$ cat src/smsc_pkg.sv
// Shared constants and types of the static memory strobe engine
package smsc_pkg;

    // ------------------------------------------------------------
    // Bus widths
    // ------------------------------------------------------------
    localparam int ADDR_W    = 24;
    localparam int DATA_W    = 16;
    localparam int NUM_CS_MAX = 4;

    // ------------------------------------------------------------
    // Timing field widths, effective master clock cycle counts
    // ------------------------------------------------------------
    localparam int SETUP_W = 8;
    localparam int PULSE_W = 9;
    localparam int CYCLE_W = 10;
    localparam int SUM_W   = CYCLE_W + 1;

    // ------------------------------------------------------------
    // Flash latch enable positions on the address bus
    // ------------------------------------------------------------
    localparam int ALE_BIT = 21;
    localparam int CLE_BIT = 22;

    // ------------------------------------------------------------
    // Values after reset
    // ------------------------------------------------------------
    localparam logic                  STROBE_IDLE = 1'b1;
    localparam logic [ADDR_W-1:0]     ADDR_RESET  = 24'h000000;
    localparam logic [DATA_W-1:0]     DATA_RESET  = 16'h0000;
    localparam logic [CYCLE_W-1:0]    CYC_RESET   = 10'h000;

    // ------------------------------------------------------------
    // Access engine states
    // ------------------------------------------------------------
    typedef enum logic [1:0] {
        SMSC_IDLE   = 2'b01,
        SMSC_ACCESS = 2'b10
    } smsc_state_t;

endpackage : smsc_pkg

$ cat src/smsc_strobe_ctrl.sv
// Static memory strobe engine: chip select, read and write strobe waveforms
module smsc_strobe_ctrl #(
    parameter int NUM_CS = 4
) (
    // Clock and reset
    input  wire logic                                         clk_in,
    input  wire logic                                         reset_in,
    // Access request
    input  wire logic                                         req_valid_in,
    output logic                                              req_ready_out,
    input  wire logic                                         req_write_in,
    input  wire logic [((NUM_CS > 1) ? $clog2(NUM_CS) : 1)-1:0] req_cs_in,
    input  wire logic [smsc_pkg::ADDR_W-1:0]                  req_addr_in,
    input  wire logic [smsc_pkg::DATA_W-1:0]                  req_wdata_in,
    input  wire logic [1:0]                                   req_byte_en_in,
    // Read answer
    output logic [smsc_pkg::DATA_W-1:0]                       rdata_out,
    output logic                                              rdata_valid_out,
    // Per chip select timing
    input  wire logic [NUM_CS-1:0][smsc_pkg::SETUP_W-1:0]     rd_strobe_setup_cnt_in,
    input  wire logic [NUM_CS-1:0][smsc_pkg::PULSE_W-1:0]     rd_strobe_pulse_cnt_in,
    input  wire logic [NUM_CS-1:0][smsc_pkg::SETUP_W-1:0]     cs_read_setup_cnt_in,
    input  wire logic [NUM_CS-1:0][smsc_pkg::PULSE_W-1:0]     cs_read_pulse_cnt_in,
    input  wire logic [NUM_CS-1:0][smsc_pkg::CYCLE_W-1:0]     read_cycle_cnt_in,
    input  wire logic [NUM_CS-1:0][smsc_pkg::SETUP_W-1:0]     wr_strobe_setup_cnt_in,
    input  wire logic [NUM_CS-1:0][smsc_pkg::PULSE_W-1:0]     wr_strobe_pulse_cnt_in,
    input  wire logic [NUM_CS-1:0][smsc_pkg::SETUP_W-1:0]     cs_write_setup_cnt_in,
    input  wire logic [NUM_CS-1:0][smsc_pkg::PULSE_W-1:0]     cs_write_pulse_cnt_in,
    input  wire logic [NUM_CS-1:0][smsc_pkg::CYCLE_W-1:0]     write_cycle_cnt_in,
    // Per chip select mode
    input  wire logic [NUM_CS-1:0]                            read_mode_in,
    input  wire logic [NUM_CS-1:0]                            write_mode_in,
    input  wire logic [NUM_CS-1:0]                            byte_write_mode_in,
    input  wire logic [NUM_CS-1:0]                            matrix_flash_cs_config_in,
    // Memory pins
    output logic [smsc_pkg::ADDR_W-1:0]                       addr_out,
    output logic [NUM_CS-1:0]                                 chip_select_n_out,
    output logic                                              read_strobe_n_out,
    output logic                                              write_strobe_n_out,
    output logic                                              byte1_write_strobe_n_out,
    output logic                                              byte0_select_n_out,
    output logic                                              byte1_select_n_out,
    output logic [smsc_pkg::DATA_W-1:0]                       data_out,
    output logic                                              data_oe_n_out,
    input  wire logic [smsc_pkg::DATA_W-1:0]                  data_in,
    // Flash pins
    output logic                                              flash_output_enable_n_out,
    output logic                                              flash_write_enable_n_out,
    output logic                                              flash_chip_enable_n_out,
    output logic                                              flash_ale_out,
    output logic                                              flash_cle_out
);

    localparam int CS_W = (NUM_CS > 1) ? $clog2(NUM_CS) : 1;

    // ------------------------------------------------------------
    // Parameter check
    // ------------------------------------------------------------
    if (NUM_CS < 1 || NUM_CS > smsc_pkg::NUM_CS_MAX) begin : g_bad_cs
        $error("NUM_CS must lie between 1 and 4");
    end

    // ------------------------------------------------------------
    // Phase helpers
    // ------------------------------------------------------------
    // Low phase spans setup <= cyc < setup + pulse
    function automatic logic phase_low(input logic [smsc_pkg::CYCLE_W-1:0] cyc,
                                       input logic [smsc_pkg::SETUP_W-1:0] s,
                                       input logic [smsc_pkg::PULSE_W-1:0] p);
        return (smsc_pkg::SUM_W'(cyc) >= smsc_pkg::SUM_W'(s)) &&
               (smsc_pkg::SUM_W'(cyc) < smsc_pkg::SUM_W'(s) + smsc_pkg::SUM_W'(p));
    endfunction : phase_low

    // True in the last low cycle, so the coming edge raises the strobe
    function automatic logic pulse_end(input logic [smsc_pkg::CYCLE_W-1:0] cyc,
                                       input logic [smsc_pkg::SETUP_W-1:0] s,
                                       input logic [smsc_pkg::PULSE_W-1:0] p);
        return (smsc_pkg::SUM_W'(cyc) + 11'h001) == (smsc_pkg::SUM_W'(s) + smsc_pkg::SUM_W'(p));
    endfunction : pulse_end

    // ------------------------------------------------------------
    // State
    // ------------------------------------------------------------
    smsc_pkg::smsc_state_t          state_ff, nxt_state;
    logic [smsc_pkg::CYCLE_W-1:0]   cyc_ff, nxt_cyc;
    logic                           wr_ff, nxt_wr;
    logic [CS_W-1:0]                cs_ff, nxt_cs;
    logic [1:0]                     be_ff, nxt_be;
    logic [smsc_pkg::SETUP_W-1:0]   ss_ff, nxt_ss;
    logic [smsc_pkg::PULSE_W-1:0]   sp_ff, nxt_sp;
    logic [smsc_pkg::SETUP_W-1:0]   css_ff, nxt_css;
    logic [smsc_pkg::PULSE_W-1:0]   csp_ff, nxt_csp;
    logic [smsc_pkg::CYCLE_W-1:0]   cycle_ff, nxt_cycle;
    logic                           mode_ff, nxt_mode;
    logic                           bwm_ff, nxt_bwm;
    logic                           flash_ff, nxt_flash;
    logic [smsc_pkg::ADDR_W-1:0]    addr_ff, nxt_addr;
    logic [smsc_pkg::DATA_W-1:0]    wdata_ff, nxt_wdata;
    logic [smsc_pkg::DATA_W-1:0]    rdata_ff, nxt_rdata;
    logic                           rvalid_ff, nxt_rvalid;
    logic [NUM_CS-1:0]              csn_ff, nxt_csn;
    logic                           rdn_ff, nxt_rdn;
    logic                           wen_ff, nxt_wen;
    logic                           we1n_ff, nxt_we1n;
    logic                           bs0n_ff, nxt_bs0n;
    logic                           bs1n_ff, nxt_bs1n;
    logic                           oen_ff, nxt_oen;
    logic                           foen_ff, nxt_foen;
    logic                           fwen_ff, nxt_fwen;
    logic                           fcen_ff, nxt_fcen;
    logic                           last, take, capture;

    // ------------------------------------------------------------
    // Next values
    // ------------------------------------------------------------
    always_comb begin
        logic act, rd_low, cs_low, wr_low;
        act    = 1'b0;
        rd_low = 1'b0;
        cs_low = 1'b0;
        wr_low = 1'b0;
        nxt_state = state_ff;
        nxt_cyc   = cyc_ff;
        nxt_wr    = wr_ff;
        nxt_cs    = cs_ff;
        nxt_be    = be_ff;
        nxt_ss    = ss_ff;
        nxt_sp    = sp_ff;
        nxt_css   = css_ff;
        nxt_csp   = csp_ff;
        nxt_cycle = cycle_ff;
        nxt_mode  = mode_ff;
        nxt_bwm   = bwm_ff;
        nxt_flash = flash_ff;
        nxt_addr  = addr_ff;
        nxt_wdata = wdata_ff;
        last = (smsc_pkg::SUM_W'(cyc_ff) + 11'h001) >= smsc_pkg::SUM_W'(cycle_ff);
        req_ready_out = (state_ff == smsc_pkg::SMSC_IDLE) || last;
        take = req_valid_in && req_ready_out;
        if (state_ff == smsc_pkg::SMSC_ACCESS) begin
            if (last) begin
                nxt_state = smsc_pkg::SMSC_IDLE;
            end else begin
                nxt_cyc = cyc_ff + 10'h001;
            end
        end
        if (take) begin
            nxt_state = smsc_pkg::SMSC_ACCESS;
            nxt_cyc   = smsc_pkg::CYC_RESET;
            nxt_wr    = req_write_in;
            nxt_cs    = req_cs_in;
            nxt_be    = req_byte_en_in;
            nxt_addr  = req_addr_in;
            nxt_wdata = req_wdata_in;
            nxt_bwm   = byte_write_mode_in[req_cs_in];
            nxt_flash = matrix_flash_cs_config_in[req_cs_in];
            if (req_write_in) begin
                nxt_ss    = wr_strobe_setup_cnt_in[req_cs_in];
                nxt_sp    = wr_strobe_pulse_cnt_in[req_cs_in];
                nxt_css   = cs_write_setup_cnt_in[req_cs_in];
                nxt_csp   = cs_write_pulse_cnt_in[req_cs_in];
                nxt_cycle = write_cycle_cnt_in[req_cs_in];
                nxt_mode  = write_mode_in[req_cs_in];
            end else begin
                nxt_ss    = rd_strobe_setup_cnt_in[req_cs_in];
                nxt_sp    = rd_strobe_pulse_cnt_in[req_cs_in];
                nxt_css   = cs_read_setup_cnt_in[req_cs_in];
                nxt_csp   = cs_read_pulse_cnt_in[req_cs_in];
                nxt_cycle = read_cycle_cnt_in[req_cs_in];
                nxt_mode  = read_mode_in[req_cs_in];
            end
        end
        // Outputs follow the cycle they will show; no compare of strobes
        act    = (nxt_state == smsc_pkg::SMSC_ACCESS);
        rd_low = act && !nxt_wr && phase_low(nxt_cyc, nxt_ss, nxt_sp);
        cs_low = act && phase_low(nxt_cyc, nxt_css, nxt_csp);
        wr_low = act && nxt_wr && phase_low(nxt_cyc, nxt_ss, nxt_sp);
        nxt_csn = '1;
        nxt_csn[nxt_cs] = !cs_low;
        nxt_rdn  = !rd_low;
        nxt_wen  = !(wr_low && (!nxt_bwm || nxt_be[0]));
        nxt_we1n = !(wr_low && nxt_bwm && nxt_be[1]);
        nxt_bs0n = !(act && !nxt_bwm && nxt_be[0]);
        nxt_bs1n = !(act && !nxt_bwm && nxt_be[1]);
        nxt_oen  = !(act && nxt_wr &&
                     (nxt_cyc >= smsc_pkg::CYCLE_W'(nxt_mode ? nxt_ss : nxt_css)));
        nxt_foen = !(rd_low && nxt_flash);
        nxt_fwen = !(wr_low && nxt_flash);
        nxt_fcen = !(cs_low && nxt_flash);
        capture = (state_ff == smsc_pkg::SMSC_ACCESS) && !wr_ff &&
                  (mode_ff ? pulse_end(cyc_ff, ss_ff, sp_ff)
                           : pulse_end(cyc_ff, css_ff, csp_ff));
        nxt_rvalid = capture;
        nxt_rdata  = capture ? data_in : rdata_ff;
    end

    // ------------------------------------------------------------
    // Registers
    // ------------------------------------------------------------
    always_ff @(posedge clk_in) begin
        if (reset_in) begin
            state_ff  <= smsc_pkg::SMSC_IDLE;
            cyc_ff    <= smsc_pkg::CYC_RESET;
            wr_ff     <= 1'b0;
            cs_ff     <= '0;
            be_ff     <= 2'h0;
            ss_ff     <= '0;
            sp_ff     <= '0;
            css_ff    <= '0;
            csp_ff    <= '0;
            cycle_ff  <= smsc_pkg::CYC_RESET;
            mode_ff   <= 1'b0;
            bwm_ff    <= 1'b0;
            flash_ff  <= 1'b0;
            addr_ff   <= smsc_pkg::ADDR_RESET;
            wdata_ff  <= smsc_pkg::DATA_RESET;
            rdata_ff  <= smsc_pkg::DATA_RESET;
            rvalid_ff <= 1'b0;
            csn_ff    <= '1;
            rdn_ff    <= smsc_pkg::STROBE_IDLE;
            wen_ff    <= smsc_pkg::STROBE_IDLE;
            we1n_ff   <= smsc_pkg::STROBE_IDLE;
            bs0n_ff   <= smsc_pkg::STROBE_IDLE;
            bs1n_ff   <= smsc_pkg::STROBE_IDLE;
            oen_ff    <= smsc_pkg::STROBE_IDLE;
            foen_ff   <= smsc_pkg::STROBE_IDLE;
            fwen_ff   <= smsc_pkg::STROBE_IDLE;
            fcen_ff   <= smsc_pkg::STROBE_IDLE;
        end else begin
            state_ff  <= nxt_state;
            cyc_ff    <= nxt_cyc;
            wr_ff     <= nxt_wr;
            cs_ff     <= nxt_cs;
            be_ff     <= nxt_be;
            ss_ff     <= nxt_ss;
            sp_ff     <= nxt_sp;
            css_ff    <= nxt_css;
            csp_ff    <= nxt_csp;
            cycle_ff  <= nxt_cycle;
            mode_ff   <= nxt_mode;
            bwm_ff    <= nxt_bwm;
            flash_ff  <= nxt_flash;
            addr_ff   <= nxt_addr;
            wdata_ff  <= nxt_wdata;
            rdata_ff  <= nxt_rdata;
            rvalid_ff <= nxt_rvalid;
            csn_ff    <= nxt_csn;
            rdn_ff    <= nxt_rdn;
            wen_ff    <= nxt_wen;
            we1n_ff   <= nxt_we1n;
            bs0n_ff   <= nxt_bs0n;
            bs1n_ff   <= nxt_bs1n;
            oen_ff    <= nxt_oen;
            foen_ff   <= nxt_foen;
            fwen_ff   <= nxt_fwen;
            fcen_ff   <= nxt_fcen;
        end
    end

    // ------------------------------------------------------------
    // Pin drive
    // ------------------------------------------------------------
    // address held from first cycle
    assign addr_out                  = addr_ff;
    assign chip_select_n_out         = csn_ff;
    assign read_strobe_n_out         = rdn_ff;
    assign write_strobe_n_out        = wen_ff;
    assign byte1_write_strobe_n_out  = we1n_ff;
    assign byte0_select_n_out        = bs0n_ff;
    assign byte1_select_n_out        = bs1n_ff;
    assign data_out                  = wdata_ff;
    assign data_oe_n_out             = oen_ff;
    assign rdata_out                 = rdata_ff;
    assign rdata_valid_out           = rvalid_ff;
    assign flash_output_enable_n_out = foen_ff;
    assign flash_write_enable_n_out  = fwen_ff;
    assign flash_chip_enable_n_out   = fcen_ff;
    // latch enables are plain address bits
    assign flash_ale_out             = addr_ff[smsc_pkg::ALE_BIT];
    assign flash_cle_out             = addr_ff[smsc_pkg::CLE_BIT];
endmodule : smsc_strobe_ctrl

$ cat config.mk
export PLATFORM = sky130hd
export DESIGN_NAME = smsc_strobe_ctrl
export DESIGN_NICKNAME = d
export VERILOG_FILES = /design/src/smsc_pkg.sv /design/src/smsc_strobe_ctrl.sv
export SDC_FILE = /design/constraint.sdc
export NUM_CORES = 1
export LEC_CHECK = 0
export BUFFER_PORTS_ARGS = -buffer_cell sky130_fd_sc_hd__buf_2
export CORE_MARGIN = 2
export CORE_UTILIZATION = 27
export DETAILED_ROUTE_END_ITERATION = 8
export RECOVER_POWER = 25
export SLEW_MARGIN = 20
export SYNTH_ARGS = -nofsm -noshare
export SYNTH_HDL_FRONTEND = slang
export SYNTH_SLANG_ARGS = --single-unit
$ cat constraint.sdc
create_clock -name clk_in -period 9.4 [get_ports clk_in]
set_input_delay 0.47 -clock clk_in [delete_from_list [all_inputs] [get_ports clk_in]]
set_output_delay 0.47 -clock clk_in [all_outputs]
set_load 0.005 [all_outputs]
==> flow_results.org <==
** Worst setup path
- Worst path slowest cell :: sky130_fd_sc_hd__nor4_1
- Slowest cell delay on critical path :: approximately 0.7 ns
- Crit path launch type :: flop
- Reg-to-reg critical path endpoint :: chip_select_n_out[0]
- In this design, the critical path's most frequently occurring cell is sky130_fd_sc_hd__ha_1.
- Length in cells of the worst reg-to-reg path :: 29
- Worst R2R Start :: cyc_ff[0]
- The worst setup path is of the flop to flop kind.
- Largest driver fanout on the critical path :: 22
- For the worst setup path, the data required time is 9.67 ns.
- Arrival time reported for the critical path endpoint :: 7.47 ns
- The setup check on the worst reg-to-reg path leaves a slack of 2.19 ns.
- The worst setup path is captured at a flop.

** Floorplanning
- Core ar. :: 0.03973 mm^2
- The floorplan has 73 rows.
- Horizontal extent of the die :: roughly 200 um
- Die Height :: approximately 200 um
- Full die area :: between 0.04 and 0.05 mm^2
- The initial utilization of the core area, before any placement, comes to 27.30%.
- During I/O placement, the number of pins put on the boundary was a little over 500.

** Synth
- The synthesized design devotes to its leading area cell type 24.73% of total area.
- For this run, the number of Yosys warnings is 0.
- Counting every instance in the synthesized netlist gives 1,157.
- Avg Cell Area, Syn :: 9.376 um^2
- Library cell with the highest instance count after synthesis :: sky130_fd_sc_hd__nand2_1
- Distinct cell type count of the synthesized netlist :: 74
- Counting flops and latches in the post-synthesis netlist gives 134.
- The number of nets in the synthesized netlist is 1,673.
- Main synth FF type :: sky130_fd_sc_hd__dfxtp_1
- The synthesized design spends more area on one cell type than any other, namely sky130_fd_sc_hd__dfxtp_1.
- Summing the sequential cell areas from Yosys gives around 25% of the chip area.
- Synth cell count leaders :: sky130_fd_sc_hd__nand2_1, sky130_fd_sc_hd__dfxtp_1, sky130_fd_sc_hd__nor2_1
- By area the synthesized netlist is led by sky130_fd_sc_hd__dfxtp_1, sky130_fd_sc_hd__mux4_2, sky130_fd_sc_hd__ha_1, sky130_fd_sc_hd__mux2i_1, sky130_fd_sc_hd__nand2_1.
- The synthesized netlist occupies a cell area of roughly 0.011 mm^2.
- For this run, asynchronously set or reset flops after synthesis account for 0%.
- In this run, synthesis inferred 0 flip-flops with an integrated enable.

** Clocking
- Root buffer selected by CTS :: sky130_fd_sc_hd__clkbuf_16
- TritonCTS built the clock tree.
- Num CTS Buffers :: 17
- # clock sinks :: ~130
- Post-CTS repair changed the size of 0 cells.
- Total number of H-tree levels :: 4
- The longest clock path from root to sink contains 2 buffers.
- Clk pin slew, worst setup/hold paths :: 0.06 ns
- Post-CTS timing repair inserted 0 buffers for setup.
- At the later pin of the worst-skew pair, clock insertion delay measures 0.43 ns.
- Hold buffer count at cts :: 0

** Power
- For this design the total switching power over the nets is 956.5 uW.
- Switching Fraction :: 39.21%
- Internal power of the cells :: around 1500 uW
- Clock share of power :: 26.7%
- Registers are responsible for 28.7% of the overall power.
- Relative contribution of combinational cells to total power :: 44.6%
- Worst supply voltage drop on vdd :: 144.4 uV
- Leakage power total :: between 0.006 and 0.007 uW
- Power density normalized to cell area :: 170.3 mW/mm^2

** Place
- The congestion estimate from routability-driven global placement came to 0.9232.
- Post-detailed-placement half-perimeter wirelength :: about 33,000 um
- Number of I/O port buffers :: roughly 500
- # placed instances :: 2,122

** STA
- Worst clock skew on the final layout :: ~0.0094 ns
- Maximum frequency from static timing analysis :: around 140 MHz
- The final-report hold violation count is 0.
- Final critical delay including setup and external delays :: between 7 and 8 ns
- RSZ-0062 raised after global routing :: no
- Worst rel slew slack :: 39.53%
- Post-route fraction of the period consumed by the critical path :: 76.67%
- Number of slew-limit violations in the final report :: 0
- After routing, the total negative slack on setup checks comes to 0 ns.
- Number of setup violations in the final report :: 0
- Transition at the pin with the smallest max-transition slack :: 0.9070 ns

** Drt
- Starting DRT DRC Count :: 724
- Dividing the detail-routed via count by the number of cells gives between 5 and 6.
- In the routed design, unresolved DRC markers number 0.
- Dividing the detail-routed wire length by the instance count gives 18.70 um.
- Final ANT Viol Nets :: 0
- The first detailed-routing pass ran for 5 iterations.
- Vias after detailed routing :: 10,871
- Summed over all layers, the routed wires come to between 40,000 and 50,000 um.

** Layout
- The net count of the finished layout is 2,132.
- For this run, the share of the core covered by cells in the final layout is approximately 36%.
- In the final layout, the multi-input gates occupy 0.007685 mm^2.
- Cells with a size suffix above 1 make up 39.17% of the layout.
- Area growth syn-to-layout :: 32.05%
- Filler Cells Inserted :: 4,112
- Total area of sequential cells :: between 0.002 and 0.003 mm^2
- For this run, the number of standard cells in the final layout without fillers is 2,157.

** Worst hold path
- The startpoint identified for the worst hold timing path is req_addr_in[12].
- The worst hold path terminates at addr_out[12].
- Worst Hold Depth :: 3
- Type of the tightest min-delay check :: input port to flop

** Global routing
- Initial antenna violation count :: 4
- The first global-routing pass estimated about 60,000 um of wire.
- Entering global routing, the biggest net connects 81 pins.
- GRT Util Overall :: 18.90%
- Leftover overflow at the end of global routing :: 0
- The number of global-route vias before repair came to between 10,000 and 15,000.

** Outcome
- The run finished with clean final reports.

** Run
- Max-cap violation count :: 0
==> layer usage <==
layer / vias up / wire, um / GRT usage, %
met4: 2 / 695 / 4.891
met1: 5219 / 17630 / 24.49
met2: 420 / 19400 / 32.32
li1: 5187 / - / -
met3: 43 / 2610 / 3.364
met5: - / 11 / 0
==> worst max-delay path, delay by kind of cell (launching register included) <==
| family | cells | cell delay [ns] |
|---|---|---|
| AO/OA/AOI/OAI | 10 | 2.41 |
| XOR/XNOR | 2 | 0.36 |
| buffers and inverters | 2 | 0.19 |
| adder cells (fa/ha/maj) | 6 | 1.95 |
| flip-flops | 1 | 0.47 |
| AND/OR/NAND/NOR | 9 | 1.63 |
==> placed cells by master, fill, tap and decap left out, types with 17 or more instances in the layout <==
| cell | instances |
|---|---|
| sky130_fd_sc_hd__buf_2 | 472 |
| sky130_fd_sc_hd__nand2_1 | 140 |
| sky130_fd_sc_hd__dfxtp_1 | 134 |
| sky130_fd_sc_hd__nor2_1 | 103 |
| sky130_fd_sc_hd__a21oi_1 | 99 |
| sky130_fd_sc_hd__mux4_2 | 92 |
| sky130_fd_sc_hd__ha_1 | 80 |
| sky130_fd_sc_hd__mux2i_1 | 76 |
| sky130_fd_sc_hd__inv_1 | 39 |
| sky130_fd_sc_hd__o21ai_0 | 34 |
| sky130_fd_sc_hd__clkbuf_1 | 29 |
| sky130_fd_sc_hd__xnor2_1 | 27 |
| sky130_fd_sc_hd__xor2_1 | 24 |
| sky130_fd_sc_hd__nand3_1 | 22 |
| sky130_fd_sc_hd__nor3_1 | 22 |
| sky130_fd_sc_hd__nor2b_1 | 21 |
| sky130_fd_sc_hd__a21o_1 | 20 |
| sky130_fd_sc_hd__a211oi_1 | 19 |
| sky130_fd_sc_hd__clkbuf_16 | 17 |
==> cell families (layout without fill, tap and decap cells) <==
| family | after synthesis | after routing | synth area share (%) |
|---|---|---|---|
| adder cells (fa/ha/maj) | 89 | 89 | 10.43 |
| other | 0 | 3 | 0 |
| XOR/XNOR | 54 | 54 | 4.683 |
| AO/OA/AOI/OAI | 230 | 230 | 13.45 |
| flip-flops | 134 | 134 | 24.73 |
| buffers and inverters | 115 | 587 | 4.533 |
| multiplexers | 174 | 174 | 26.74 |
| AND/OR/NAND/NOR | 361 | 361 | 15.44 |
==> through the flow <==
stage	instance area [um^2]	setup slack, ns	hold WS [ns]	power (uW)
global placement	13790	2.427	0.4386	1778
detailed placement	13790	2.250	0.4434	1802
global route	14320	1.570	0.2647	2616
finish	14330	2.193	0.2743	2439
floorplan	10850	2.939	0.4527	1442
CTS	14350	2.191	0.2573	2465
==> power by group through the flow <==
stage	Combinational, uW	Clock [uW]	Sequential, uW
floorplan	749	0	693
global placement	1070	0	709
detailed placement	1090	0	711
CTS	1100	671	699
global route	1220	690	709
finish	1090	650	701
==> state kept, by name, summed over array words and instances, names as in the netlist, 2 cells and up <==
signal and flops:
data_out 16, state_ff 2, css_ff 8, chip_select_n_out 4, csp_ff 9, be_ff 2, rdata_out 16, ss_ff 8
cs_ff 2, cycle_ff 10, cyc_ff 10, sp_ff 9, addr_out 24
==> how the worst max path moves through the flow <==
stage	start	end	depth (start not counted)
2_1_floorplan	cyc_ff[0]	chip_select_n_out[0]	32
3_3_place_gp	cyc_ff[0]	chip_select_n_out[0]	29
3_5_place_dp	cyc_ff[0]	chip_select_n_out[0]	29
4_1_cts	cyc_ff[0]	chip_select_n_out[0]	29
5_1_grt	cyc_ff[0]	chip_select_n_out[0]	29
6_report	cyc_ff[0]	chip_select_n_out[0]	29
==> cell type report <==
| type | instances | area share, % |
|---|---|---|
| clock buffer | 18 | 2.996 |
| antenna | 3 | 0.05241 |
| sequential | 134 | 18.73 |
| timing repair buffer | 515 | 18.04 |
| tap | 525 | 4.586 |
| multi-input combinational | 908 | 53.65 |
| clock inverter | 14 | 0.9084 |
| inverter | 40 | 1.048 |
No activity file was read; power rests on OpenSTA's default activity.
